`config.mk`:
```
export PLATFORM = sky130hd
export DESIGN_NAME = pbil_loader
export DESIGN_NICKNAME = d
export VERILOG_FILES = /design/src/pkg/pbil_pkg.sv /design/src/rtl/pbil_loader.sv
export SDC_FILE = /design/constraint.sdc
export NUM_CORES = 1
export LEC_CHECK = 0
export ABC_AREA = 1
export BUFFER_PORTS_ARGS = -buffer_cell sky130_fd_sc_hd__buf_4
export CAP_MARGIN = 20
export CORE_UTILIZATION = 30
export CTS_CLUSTER_SIZE = 14
export DETAILED_ROUTE_END_ITERATION = 16
export GPL_ROUTABILITY_DRIVEN = 0
export PLACE_DENSITY_LB_ADDON = 0.1
export RECOVER_POWER = 100
export SYNTH_ARGS = -nofsm -noshare
export SYNTH_HDL_FRONTEND = slang
export SYNTH_SLANG_ARGS = --single-unit
```
`constraint.sdc`:
```
create_clock -name clk_i -period 2.17 [get_ports clk_i]
set_input_delay 0.434 -clock clk_i [delete_from_list [all_inputs] [get_ports clk_i]]
set_output_delay 0.434 -clock clk_i [all_outputs]
set_load 0.03 [all_outputs]
```
`src/pkg/pbil_pkg.sv`:
```
// constants shared by the print buffer interlace loader
package pbil_pkg;

  // ----------------------------------------------------------------
  // register map (byte addresses, 32-bit words)
  // ----------------------------------------------------------------
  localparam logic [3:0] PBIL_CTRL_ADR   = 4'h0;
  localparam logic [3:0] PBIL_STATUS_ADR = 4'h4;
  localparam logic [3:0] PBIL_WRCNT_ADR  = 4'h8;

  // control fields
  localparam int PBIL_CTRL_START_BIT = 0;   // load print instruction
  localparam int PBIL_CTRL_CLRERR_BIT = 1;  // clear buffer error flag
  localparam int PBIL_CTRL_DONE_BIT  = 2;   // printing finished

  // status fields
  localparam int PBIL_ST_LOAD_BIT  = 0;
  localparam int PBIL_ST_PRINT_BIT = 1;
  localparam int PBIL_ST_ERR_BIT   = 2;
  localparam int PBIL_ST_REV_LSB   = 4;   // 2 bits
  localparam int PBIL_ST_QUAD_LSB  = 6;   // 2 bits
  localparam int PBIL_ST_WORD_LSB  = 8;   // 4 bits
  localparam int PBIL_ST_WIN_BIT   = 12;

  // ----------------------------------------------------------------
  // cycling unit phases that qualify sentinels
  // ----------------------------------------------------------------
  localparam logic [3:0] PBIL_T11 = 4'hb;
  localparam logic [3:0] PBIL_T10 = 4'ha;
  localparam logic [3:0] PBIL_T9  = 4'h9;
  localparam logic [3:0] PBIL_T8  = 4'h8;
  localparam logic [3:0] PBIL_T7  = 4'h7;
  localparam logic [3:0] PBIL_T5  = 4'h5;
  localparam logic [3:0] PBIL_T4  = 4'h4;
  localparam logic [3:0] PBIL_T3  = 4'h3;
  localparam logic [3:0] PBIL_T2  = 4'h2;
  localparam logic [3:0] PBIL_T0  = 4'h0;

  // timing band locations of the key sentinels
  localparam logic [7:0] PBIL_LOC_TURN = 8'd198;
  localparam logic [7:0] PBIL_LOC_END  = 8'd187;

  // ----------------------------------------------------------------
  // counts and reset values
  // ----------------------------------------------------------------
  localparam logic [3:0] PBIL_GROUP_WORDS = 4'd14;
  localparam logic [1:0] PBIL_REV_LAST    = 2'd3;
  localparam logic [7:0] PBIL_HEADS_WRITE = 8'b0111_1111; // seven heads

  typedef enum logic [1:0] {
    PBIL_IDLE,
    PBIL_LOAD,
    PBIL_PRINT
  } pbil_mode_t;

endpackage

```
`src/rtl/pbil_loader.sv`:
```
// print buffer interlace loader: drum band to print buffer sequencer
// ------------------------------------------------------------------
// Summary of operation
// fetch sentinel sets main storage read
// pass one load mark sets register control
// primed mark steers parts into A or X
// pass one store trigger writes buffer thrice
// pass one loads words 1,2,3,8,9
// turn sentinel at 198 steps revolution
// write quadrant sentinels step quadrant counter
// pass two latch start sets register control
// pass two store mark sets write control
// pass two writes W3,10,4,11,5,12
// pass three latch sets register control
// pass three store trigger sets write control
// pass three writes W12,6,13,7,14
// ending sentinel at 187 clears, starts print
// read quadrant sentinels step quadrant counter
// group seed sets word counter first stage
// word counter counts fourteen words
// error window gates buffer error flag
// primed part five locations after unprimed
// A holds four bits, X two bits plus check
// seven heads write together
// revolution selects which marks act
// write flops clear after each write
// ------------------------------------------------------------------
module pbil_loader
  import pbil_pkg::*;
#(
  parameter int CHARS = 10   // characters per word
) (
  // clock and reset
  input  wire logic               clk_i,
  input  wire logic               rst_i,
  // wishbone slave
  input  wire logic               cyc_i,
  input  wire logic               stb_i,
  input  wire logic               we_i,
  input  wire logic [3:0]         adr_i,
  input  wire logic [3:0]         sel_i,
  input  wire logic [31:0]        dat_i,
  output logic      [31:0]        dat_o,
  output logic                    ack_o,
  // drum timing pins (asynchronous)
  input  wire logic               phase_stb_i,
  input  wire logic [3:0]         phase_i,
  input  wire logic [3:0]         band_ts_i,
  // main storage word part (processor clock domain)
  input  wire logic [CHARS*4-1:0] ms_word_i,
  input  wire logic [CHARS*2-1:0] ms_prime_i,
  input  wire logic [CHARS-1:0]   ms_check_i,
  // comparator status (processor clock domain)
  input  wire logic               cmp_active_i,
  input  wire logic               cmp_error_i,
  // main storage and buffer controls
  output logic                    ms_read_o,
  output logic                    buf_write_o,
  output logic [7:0]              head_en_o,
  output logic [CHARS*4-1:0]      track_a_o,
  output logic [CHARS*3-1:0]      track_x_o,
  output logic [1:0]              quadrant_o,
  output logic                    read_block_o,
  // print hand over
  output logic                    print_start_pulse_o,
  output logic                    print_flag_o,
  output logic                    buf_error_o,
  output logic [3:0]              word_count_o
);

  // ----------------------------------------------------------------
  // pin synchronisers
  // ----------------------------------------------------------------
  logic [8:0] sync1_ff;   // first stage, read by second only
  logic [8:0] sync2_ff;   // usable copy
  logic       stb3_ff;    // previous strobe for edge detect

  // drum pins run off the drum; two flops before use
  always_ff @(posedge clk_i) begin
    if (rst_i) begin
      sync1_ff <= '0;
      sync2_ff <= '0;
      stb3_ff  <= 1'b0;
    end else begin
      sync1_ff <= {phase_stb_i, phase_i, band_ts_i};
      sync2_ff <= sync1_ff;
      stb3_ff  <= sync2_ff[8];
    end
  end

  logic       ph_new;    // one pulse per new phase
  logic [3:0] ph;        // current phase number
  logic [3:0] ts;        // timing band tracks 1..4
  assign ph_new = sync2_ff[8] & ~stb3_ff;
  assign ph     = sync2_ff[7:4];
  assign ts     = sync2_ff[3:0];

  // ----------------------------------------------------------------
  // sentinel decode: phase combined with band tracks
  // ----------------------------------------------------------------
  logic s_a, s_b, s_c, s_d, s_e, s_f, s_h, s_i, s_j, s_k, s_y;
  logic s_wq, s_rq, s_end, s_loc;

  always_comb begin
    s_a   = ph_new & (ph == PBIL_T9)  & ts[0];
    s_b   = ph_new & (ph == PBIL_T8)  & ts[1];
    s_c   = ph_new & (ph == PBIL_T10) & ts[0];
    s_d   = ph_new & (ph == PBIL_T10) & ts[1];
    s_e   = ph_new & (ph == PBIL_T10) & ts[2];
    s_f   = ph_new & (ph == PBIL_T10) & ts[3];
    s_h   = ph_new & (ph == PBIL_T3)  & ts[0];
    s_i   = ph_new & (ph == PBIL_T3)  & ts[1];
    s_j   = ph_new & (ph == PBIL_T3)  & ts[3];
    s_k   = ph_new & (ph == PBIL_T5)  & ts[1];
    s_y   = ph_new & (ph == PBIL_T7)  & ts[0];
    // write_quadrant_step_x/y/z share one decode
    s_wq  = ph_new & (ph == PBIL_T11) & (|ts[3:1]);
    // read_quadrant_step_x/y/z share one decode
    s_rq  = ph_new & (ph == PBIL_T4)  & (|ts[2:0]);
    // composite: t2 with none of tracks 2..4
    s_end = ph_new & (ph == PBIL_T2)  & ~(|ts[3:1]);
    s_loc = ph_new & (ph == PBIL_T0);
  end

  // ----------------------------------------------------------------
  // mode and revolution counter
  // ----------------------------------------------------------------
  pbil_mode_t mode_ff;
  logic [1:0] rev_ff;       // 0 armed, 1..3 loading pass
  logic       start_req;    // software start write
  logic       done_req;     // software ends printing

  // revolution picks the live marks; stale passes ignored
  logic load_mark;
  logic store_mark;
  always_comb begin
    load_mark  = 1'b0;
    store_mark = 1'b0;
    if (mode_ff == PBIL_LOAD) begin
      unique case (rev_ff)
        2'd1: begin
          load_mark  = s_c;
          store_mark = s_h;
        end
        2'd2: begin
          load_mark  = s_d;
          store_mark = s_i;
        end
        2'd3: begin
          load_mark  = s_e;
          store_mark = s_j;
        end
        default: begin
          load_mark  = 1'b0;  // armed: waiting first turn mark
          store_mark = 1'b0;
        end
      endcase
    end
  end

  // mode sequencing: idle, load three passes, print
  always_ff @(posedge clk_i) begin
    if (rst_i) begin
      mode_ff <= PBIL_IDLE;
    end else begin
      unique case (mode_ff)
        PBIL_IDLE: begin
          if (start_req) begin
            mode_ff <= PBIL_LOAD;
          end
        end
        PBIL_LOAD: begin
          if (s_end && rev_ff == PBIL_REV_LAST) begin
            mode_ff <= PBIL_PRINT;
          end
        end
        PBIL_PRINT: begin
          if (done_req) begin
            mode_ff <= PBIL_IDLE;
          end
        end
      endcase
    end
  end

  // first turn mark arms pass one, later ones step it
  always_ff @(posedge clk_i) begin
    if (rst_i) begin
      rev_ff <= '0;
    end else if (mode_ff != PBIL_LOAD) begin
      rev_ff <= '0;
    end else if (s_a && rev_ff != PBIL_REV_LAST) begin
      rev_ff <= rev_ff + 2'd1;
    end
  end

  // ----------------------------------------------------------------
  // fetch and register load
  // ----------------------------------------------------------------
  logic ms_read_ff;   // main storage read request
  logic reg_ctl_ff;   // store fetched part at next location
  logic primed_ff;    // next part goes to X

  // band places sentinels one location early; primed part
  // sits five locations on, so parts arrive A then X
  always_ff @(posedge clk_i) begin
    if (rst_i) begin
      ms_read_ff <= 1'b0;
    end else begin
      ms_read_ff <= (mode_ff == PBIL_LOAD) & s_b;
    end
  end

  // register control holds until the part is stored
  always_ff @(posedge clk_i) begin
    if (rst_i) begin
      reg_ctl_ff <= 1'b0;
    end else if (load_mark) begin
      reg_ctl_ff <= 1'b1;
    end else if (s_loc) begin
      reg_ctl_ff <= 1'b0;
    end
  end

  // steering flop: only a primed part is preceded by it
  always_ff @(posedge clk_i) begin
    if (rst_i) begin
      primed_ff <= 1'b0;
    end else if (mode_ff == PBIL_LOAD && s_f) begin
      primed_ff <= 1'b1;
    end else if (s_loc && reg_ctl_ff) begin
      primed_ff <= 1'b0;
    end
  end

  logic [CHARS*4-1:0] reg_a_ff;   // unprimed, four bits a char
  logic [CHARS*3-1:0] reg_x_ff;   // primed two bits plus check

  // part is latched at the location after its sentinel
  always_ff @(posedge clk_i) begin
    if (rst_i) begin
      reg_a_ff <= '0;
      reg_x_ff <= '0;
    end else if (s_loc && reg_ctl_ff) begin
      if (primed_ff) begin
        for (int c = 0; c < CHARS; c++) begin
          reg_x_ff[c*3 +: 3] <= {ms_check_i[c],
                                 ms_prime_i[c*2 +: 2]};
        end
      end else begin
        reg_a_ff <= ms_word_i;
      end
    end
  end

  // ----------------------------------------------------------------
  // buffer write
  // ----------------------------------------------------------------
  logic wr_ctl_ff;    // write control, blocks reading
  logic wr_ff;        // write alert for both tracks

  // one write per store mark; cleared as soon as done, though
  // reading stays blocked while loading; both flops self-clear
  always_ff @(posedge clk_i) begin
    if (rst_i) begin
      wr_ctl_ff <= 1'b0;
      wr_ff     <= 1'b0;
    end else begin
      wr_ctl_ff <= store_mark;
      wr_ff     <= wr_ctl_ff & ~wr_ff;
    end
  end

  // words per pass follow from band sentinel layout
  logic [7:0] wr_cnt_ff;   // writes this load
  always_ff @(posedge clk_i) begin
    if (rst_i) begin
      wr_cnt_ff <= '0;
    end else if (start_req) begin
      wr_cnt_ff <= '0;
    end else if (wr_ctl_ff && !wr_ff) begin
      wr_cnt_ff <= wr_cnt_ff + 8'd1;
    end
  end

  // seven heads fire together: four on A, three on X
  always_ff @(posedge clk_i) begin
    if (rst_i) begin
      buf_write_o  <= 1'b0;
      head_en_o    <= '0;
      track_a_o    <= '0;
      track_x_o    <= '0;
      read_block_o <= 1'b0;
    end else begin
      buf_write_o  <= wr_ctl_ff & ~wr_ff;
      head_en_o    <= (wr_ctl_ff & ~wr_ff) ?
                      PBIL_HEADS_WRITE : 8'h00;
      track_a_o    <= reg_a_ff;
      track_x_o    <= reg_x_ff;
      // reading stays blocked for whole load
      read_block_o <= (mode_ff == PBIL_LOAD) | wr_ctl_ff;
    end
  end

  // ----------------------------------------------------------------
  // quadrant counter, shared by writing and reading
  // ----------------------------------------------------------------
  logic [1:0] quad_ff;
  always_ff @(posedge clk_i) begin
    if (rst_i) begin
      quad_ff <= '0;
    end else if (mode_ff == PBIL_LOAD && s_wq) begin
      quad_ff <= quad_ff + 2'd1;
    end else if (mode_ff == PBIL_PRINT && s_rq) begin
      quad_ff <= quad_ff + 2'd1;
    end
  end

  // ----------------------------------------------------------------
  // readout: word counter and error window
  // ----------------------------------------------------------------
  logic [3:0] word_ff;   // 0 idle, 1..14 word in group
  logic       win_ff;    // error check window open
  logic       err_ff;    // print buffer error
  logic       clr_err;   // software clear

  // seed sets first stage; each location steps one word
  always_ff @(posedge clk_i) begin
    if (rst_i) begin
      word_ff <= '0;
    end else if (mode_ff != PBIL_PRINT) begin
      word_ff <= '0;
    end else if (s_k) begin
      word_ff <= 4'd1;
    end else if (s_loc && word_ff != 4'd0) begin
      if (word_ff == PBIL_GROUP_WORDS) begin
        word_ff <= 4'd0;
      end else begin
        word_ff <= word_ff + 4'd1;
      end
    end
  end

  // window closes with the group so idle reads never flag
  always_ff @(posedge clk_i) begin
    if (rst_i) begin
      win_ff <= 1'b0;
    end else if (mode_ff != PBIL_PRINT) begin
      win_ff <= 1'b0;
    end else if (s_y) begin
      win_ff <= 1'b1;
    end else if (s_loc && word_ff == PBIL_GROUP_WORDS) begin
      win_ff <= 1'b0;
    end
  end

  // sticky error; a new error beats a software clear
  always_ff @(posedge clk_i) begin
    if (rst_i) begin
      err_ff <= 1'b0;
    end else if (win_ff && cmp_active_i && cmp_error_i) begin
      err_ff <= 1'b1;
    end else if (clr_err) begin
      err_ff <= 1'b0;
    end
  end

  // ----------------------------------------------------------------
  // hand over to print
  // ----------------------------------------------------------------
  logic end_evt;
  assign end_evt = (mode_ff == PBIL_LOAD) & s_end &
                   (rev_ff == PBIL_REV_LAST);

  // ending pulse clears instruction and sets print flag
  always_ff @(posedge clk_i) begin
    if (rst_i) begin
      print_start_pulse_o <= 1'b0;
      print_flag_o        <= 1'b0;
    end else begin
      print_start_pulse_o <= end_evt;
      if (end_evt) begin
        print_flag_o <= 1'b1;
      end else if (done_req) begin
        print_flag_o <= 1'b0;
      end
    end
  end

  // registered copies of internal state
  always_ff @(posedge clk_i) begin
    if (rst_i) begin
      ms_read_o    <= 1'b0;
      quadrant_o   <= '0;
      buf_error_o  <= 1'b0;
      word_count_o <= '0;
    end else begin
      ms_read_o    <= ms_read_ff;
      quadrant_o   <= quad_ff;
      buf_error_o  <= err_ff;
      word_count_o <= word_ff;
    end
  end

  // ----------------------------------------------------------------
  // wishbone slave
  // ----------------------------------------------------------------
  logic req;        // new access, not yet acknowledged
  logic wr_lo;      // write touching byte lane 0
  assign req   = cyc_i & stb_i & ~ack_o;
  assign wr_lo = req & we_i & sel_i[0];

  // start only from idle; later writes are ignored
  assign start_req = wr_lo & (adr_i == PBIL_CTRL_ADR) &
                     dat_i[PBIL_CTRL_START_BIT] &
                     (mode_ff == PBIL_IDLE);
  assign clr_err   = wr_lo & (adr_i == PBIL_CTRL_ADR) &
                     dat_i[PBIL_CTRL_CLRERR_BIT];
  assign done_req  = wr_lo & (adr_i == PBIL_CTRL_ADR) &
                     dat_i[PBIL_CTRL_DONE_BIT];

  logic [31:0] nxt_dat;
  always_comb begin
    nxt_dat = '0;
    unique case (adr_i)
      PBIL_STATUS_ADR: begin
        nxt_dat[PBIL_ST_LOAD_BIT]  = (mode_ff == PBIL_LOAD);
        nxt_dat[PBIL_ST_PRINT_BIT] = (mode_ff == PBIL_PRINT);
        nxt_dat[PBIL_ST_ERR_BIT]   = err_ff;
        nxt_dat[PBIL_ST_REV_LSB +: 2]  = rev_ff;
        nxt_dat[PBIL_ST_QUAD_LSB +: 2] = quad_ff;
        nxt_dat[PBIL_ST_WORD_LSB +: 4] = word_ff;
        nxt_dat[PBIL_ST_WIN_BIT]   = win_ff;
      end
      PBIL_WRCNT_ADR: begin
        nxt_dat[7:0] = wr_cnt_ff;
      end
      default: begin
        nxt_dat = '0;   // control and unmapped read zero
      end
    endcase
  end

  // one wait state; ack drops the cycle after it rose
  always_ff @(posedge clk_i) begin
    if (rst_i) begin
      ack_o <= 1'b0;
      dat_o <= '0;
    end else begin
      ack_o <= req;
      dat_o <= req ? nxt_dat : 32'h0000_0000;
    end
  end

endmodule

```
==> summary.md <==
| Metric | Value |
|---|---|
| Number of setup violations in the final report | 0 |
| CTS resizes | 0 |
| Hpwl dp | 10700 um |
| Grt met3 use | 0.0468 |
| Worst path max stage delay | 0.48 ns |
| Hold/Removal Path Class | input port to flip-flop |
| Slew Viols, Final | 0 |
| Latest clock arrival within the worst-skew pair | 0.49 ns |
| NetSw | 0.00180 W |
| VDD IR max | 480 uV |
| Final worst setup slack | 0.410 ns |
| Starting DRC count in detailed routing | 148 |
| Vias | 5418 |
| Io pins | 249 |
| GRT Residual Overflow | 0 |
| GRT met2 Usage | 0.199 |
| Most instantiated cells after synthesis | dfxtp_1 (209), inv_1 (135), nor2_1 (134), a21oi_1 (79), o21ai_1 (49) |
| CTS max path bufs | 3 |
| Share of power burned in combinational logic | 0.060 |
| Worst setup EP type | output pin |
| Die height | 157 um |
| Required time of the critical path | 1.74 ns |
| Largest net degree at the start of global routing | 61 |
| WL/cell | 11.9 um |
| Crit path arrival time | 1.33 ns |
| Ys async rst share | 0 |
| Clock sinks | 209 |
| Initial antenna violation count | 0 |
| Ys Warns | 0 |
| Main synth FF type | dfxtp_1 |
| Status | finished, final reports clean |
| Setup Skew | 0.0136 ns |
| Cell area after synthesis | 7170 sq um |
| Power Internal | 0.00643 W |
| I/O Buffers | 196 |
| Cell area after layout | 9060 sq um |
| Post-synthesis sequential area ratio | 0.583 |
| PwrDens | 909 nW/um^2 |
| Worst-Margin Slew | 1.06 ns |
| Area Growth Syn to Fin | 26.3% |
| First-pass DRT Iterations | 4 |
| Vias per std cell | 4.07 |
| Fin crit share | 0.811 |
| Final hold vios | 0 |
| DRC | 0 |
| Place WS | 0.517 ns |
| Num CTS Buffers | 23 |
| Post-CTS Hold Buffers | 0 |
| Fin crit period | 1.76 ns |
| Clk root buf | clkbuf_16 |
| Site Rows | 56 |
| RSZ-0062 raised after global routing | no |
| Post-synth EDFFs | 0 |
| Worst path slowest cell | dfxtp_1 |
| Worst Setup Start Kind | flip-flop |
| Antenna-violating nets left | 0 |
| GRT Util Overall | 0.126 |
| Share of layout cells above drive strength 1 | 0.147 |
| Setup TNS | 0 ns |
| Post-Route WL | 15900 um |
| Switching Share | 0.219 |
| FF-to-FF setup slack | 0.41 ns |
| Initial Util | 0.306 |
| Clock network power share | 0.467 |
| First-pass GRT wire length | 24800 um |
| Die width | 157 um |
| Flop pwr share | 0.473 |
| Worst path bufs/invs | 1 |
| CTS tree | done |
| Top-count cell post-synth | dfxtp_1 |
| Yosys top cell area share | 0.583 |
| Final #Nets | 1130 |
| Postcts setup bufs | 0 |
| Top delay family on crit path | flip-flops |
| Syn avg cell area | 8.85 sq um |
| Setup CP Type | flip-flop to output pin |
| Area leader, netlist | dfxtp_1 |
| Yosys cell types | 39 |
| Gr busiest metal | met2 |
| Clock Pin Slew Worst Setup and Hold Paths | 0.06 ns |
| Crit-path max FO | 9 |
| Met1 global-route usage | 0.160 |
| Slew Limit Headroom | 0.293 |
| Area after DPL | 8740 sq um |
| Worst path cell trace | clkbuf_1 |
| Synthesized netlist cell count | 811 |
| Top cells by area, synth | dfxtp_1 (58%), inv_1 (7.1%), nor2_1 (7.0%) |
| FMAX | 568 MHz |
| Max-cap violations | 0 |
| Number of synthesized register bits | 209 |
| Total core area | 23500 sq um |
| DIE AREA | 24500 sq um |
| Vias in the first global route | 5024 |
| H-Tree Depth | 1 |
| Static Leak | 3.62 nW |
| Antenna cells | 0 |
layout make-up:
class / count / area [sq um]
clock buffer: 35 / 671
clock inverter: 6 / 85.1
fill: 2513 / 14400
inverter: 138 / 520
multi-input combinational: 421 / 2060
sequential: 209 / 4180
tap: 319 / 399
timing repair buffer: 204 / 1140
cell families (layout without fill, tap and decap cells):
kind of cell	count (synthesis)	count (layout)	synth area share
buffers and inverters	200	383	0.137
other	1	20	0.000523
xor gates and xnor gates	6	6	0.00732
DFF	209	209	0.583
and+or+nand+nor	214	214	0.132
AOI/OAI and AO/OA	174	174	0.128
adders and majority gates	7	7	0.0122
power groups by stage:
stage / registers [W] / clock network, W / logic (W)
6_report: 0.00389 / 0.00385 / 0.000498
5_1_grt: 0.00389 / 0.00417 / 0.000562
4_1_cts: 0.00389 / 0.00401 / 0.000522
3_5_place_dp: 0.00398 / 0 / 0.000520
3_3_place_gp: 0.00398 / 0 / 0.000519
2_1_floorplan: 0.00398 / 0 / 0.000326
worst min-delay path: cells and delay by family:
family                 cells  cell delay (ns)
buffers and inverters      2             0.11
and+or+nand+nor            1             0.06
through the flow:
| stage | hold WS [ns] | std cells | utilization | total power [W] |
|---|---|---|---|---|
| 5_1_grt | 0.128 | 1332 | 0.386 | 0.00863 |
| 2_1_floorplan | 0.388 | 830 | - | 0.00431 |
| 3_5_place_dp | 0.392 | 1291 | 0.372 | 0.00450 |
| 4_1_cts | 0.111 | 1332 | 0.404 | 0.00842 |
| 3_3_place_gp | 0.396 | 1291 | 0.372 | 0.00450 |
| 6_report | 0.142 | 1332 | 0.386 | 0.00824 |
sequential cells by signal, summed over array words and instances (netlist names), 2 cells and up:
| name | cells |
|---|---|
| track_x_o | 30 |
| mode_ff | 2 |
| reg_a_ff | 40 |
| sync1_ff | 9 |
| sync2_ff | 9 |
| wr_cnt_ff | 8 |
| track_a_o | 40 |
| dat_o | 13 |
| reg_x_ff | 30 |
| word_ff | 4 |
| quad_ff | 2 |
| rev_ff | 2 |
| word_count_o | 4 |
| quadrant_o | 2 |
path summary, 6_finish.rpt:
check | from | endpoint | cells after the start
max | head_en_o[5]$_SDFF_PP0_ | head_en_o[3] | 1
min | band_ts_i[0] | sync1_ff[0]$_SDFF_PP0_ | 3
max reg2reg | sync2_ff[7]$_SDFF_PP0_ | reg_a_ff[10]$_SDFFE_PP0P_ | 9
min reg2reg | sync1_ff[5]$_SDFF_PP0_ | sync2_ff[5]$_SDFF_PP0_ | 2
layout by cell type, fill, tap and decap left out, types with 6 or more instances in the layout:
cell / count
nand2_1: 34
inv_1: 135
nor2_1: 134
ha_1: 7
o21ai_0: 74
buf_4: 93
a21oi_1: 79
conb_1: 20
nor3_1: 6
clkbuf_16: 23
clkbuf_1: 113
dfxtp_1: 209
nand3_1: 19
xor2_1: 6
o22ai_1: 7
layer usage:
| metal | part of all wire | wire length [um] |
|---|---|---|
| met1 | 0.46 | 7290 |
| met2 | 0.43 | 6770 |
| met3 | 0.097 | 1540 |
| met4 | 0.016 | 261 |
| met5 | 0 | 0 |
No activity file was read; power rests on OpenSTA's default activity.
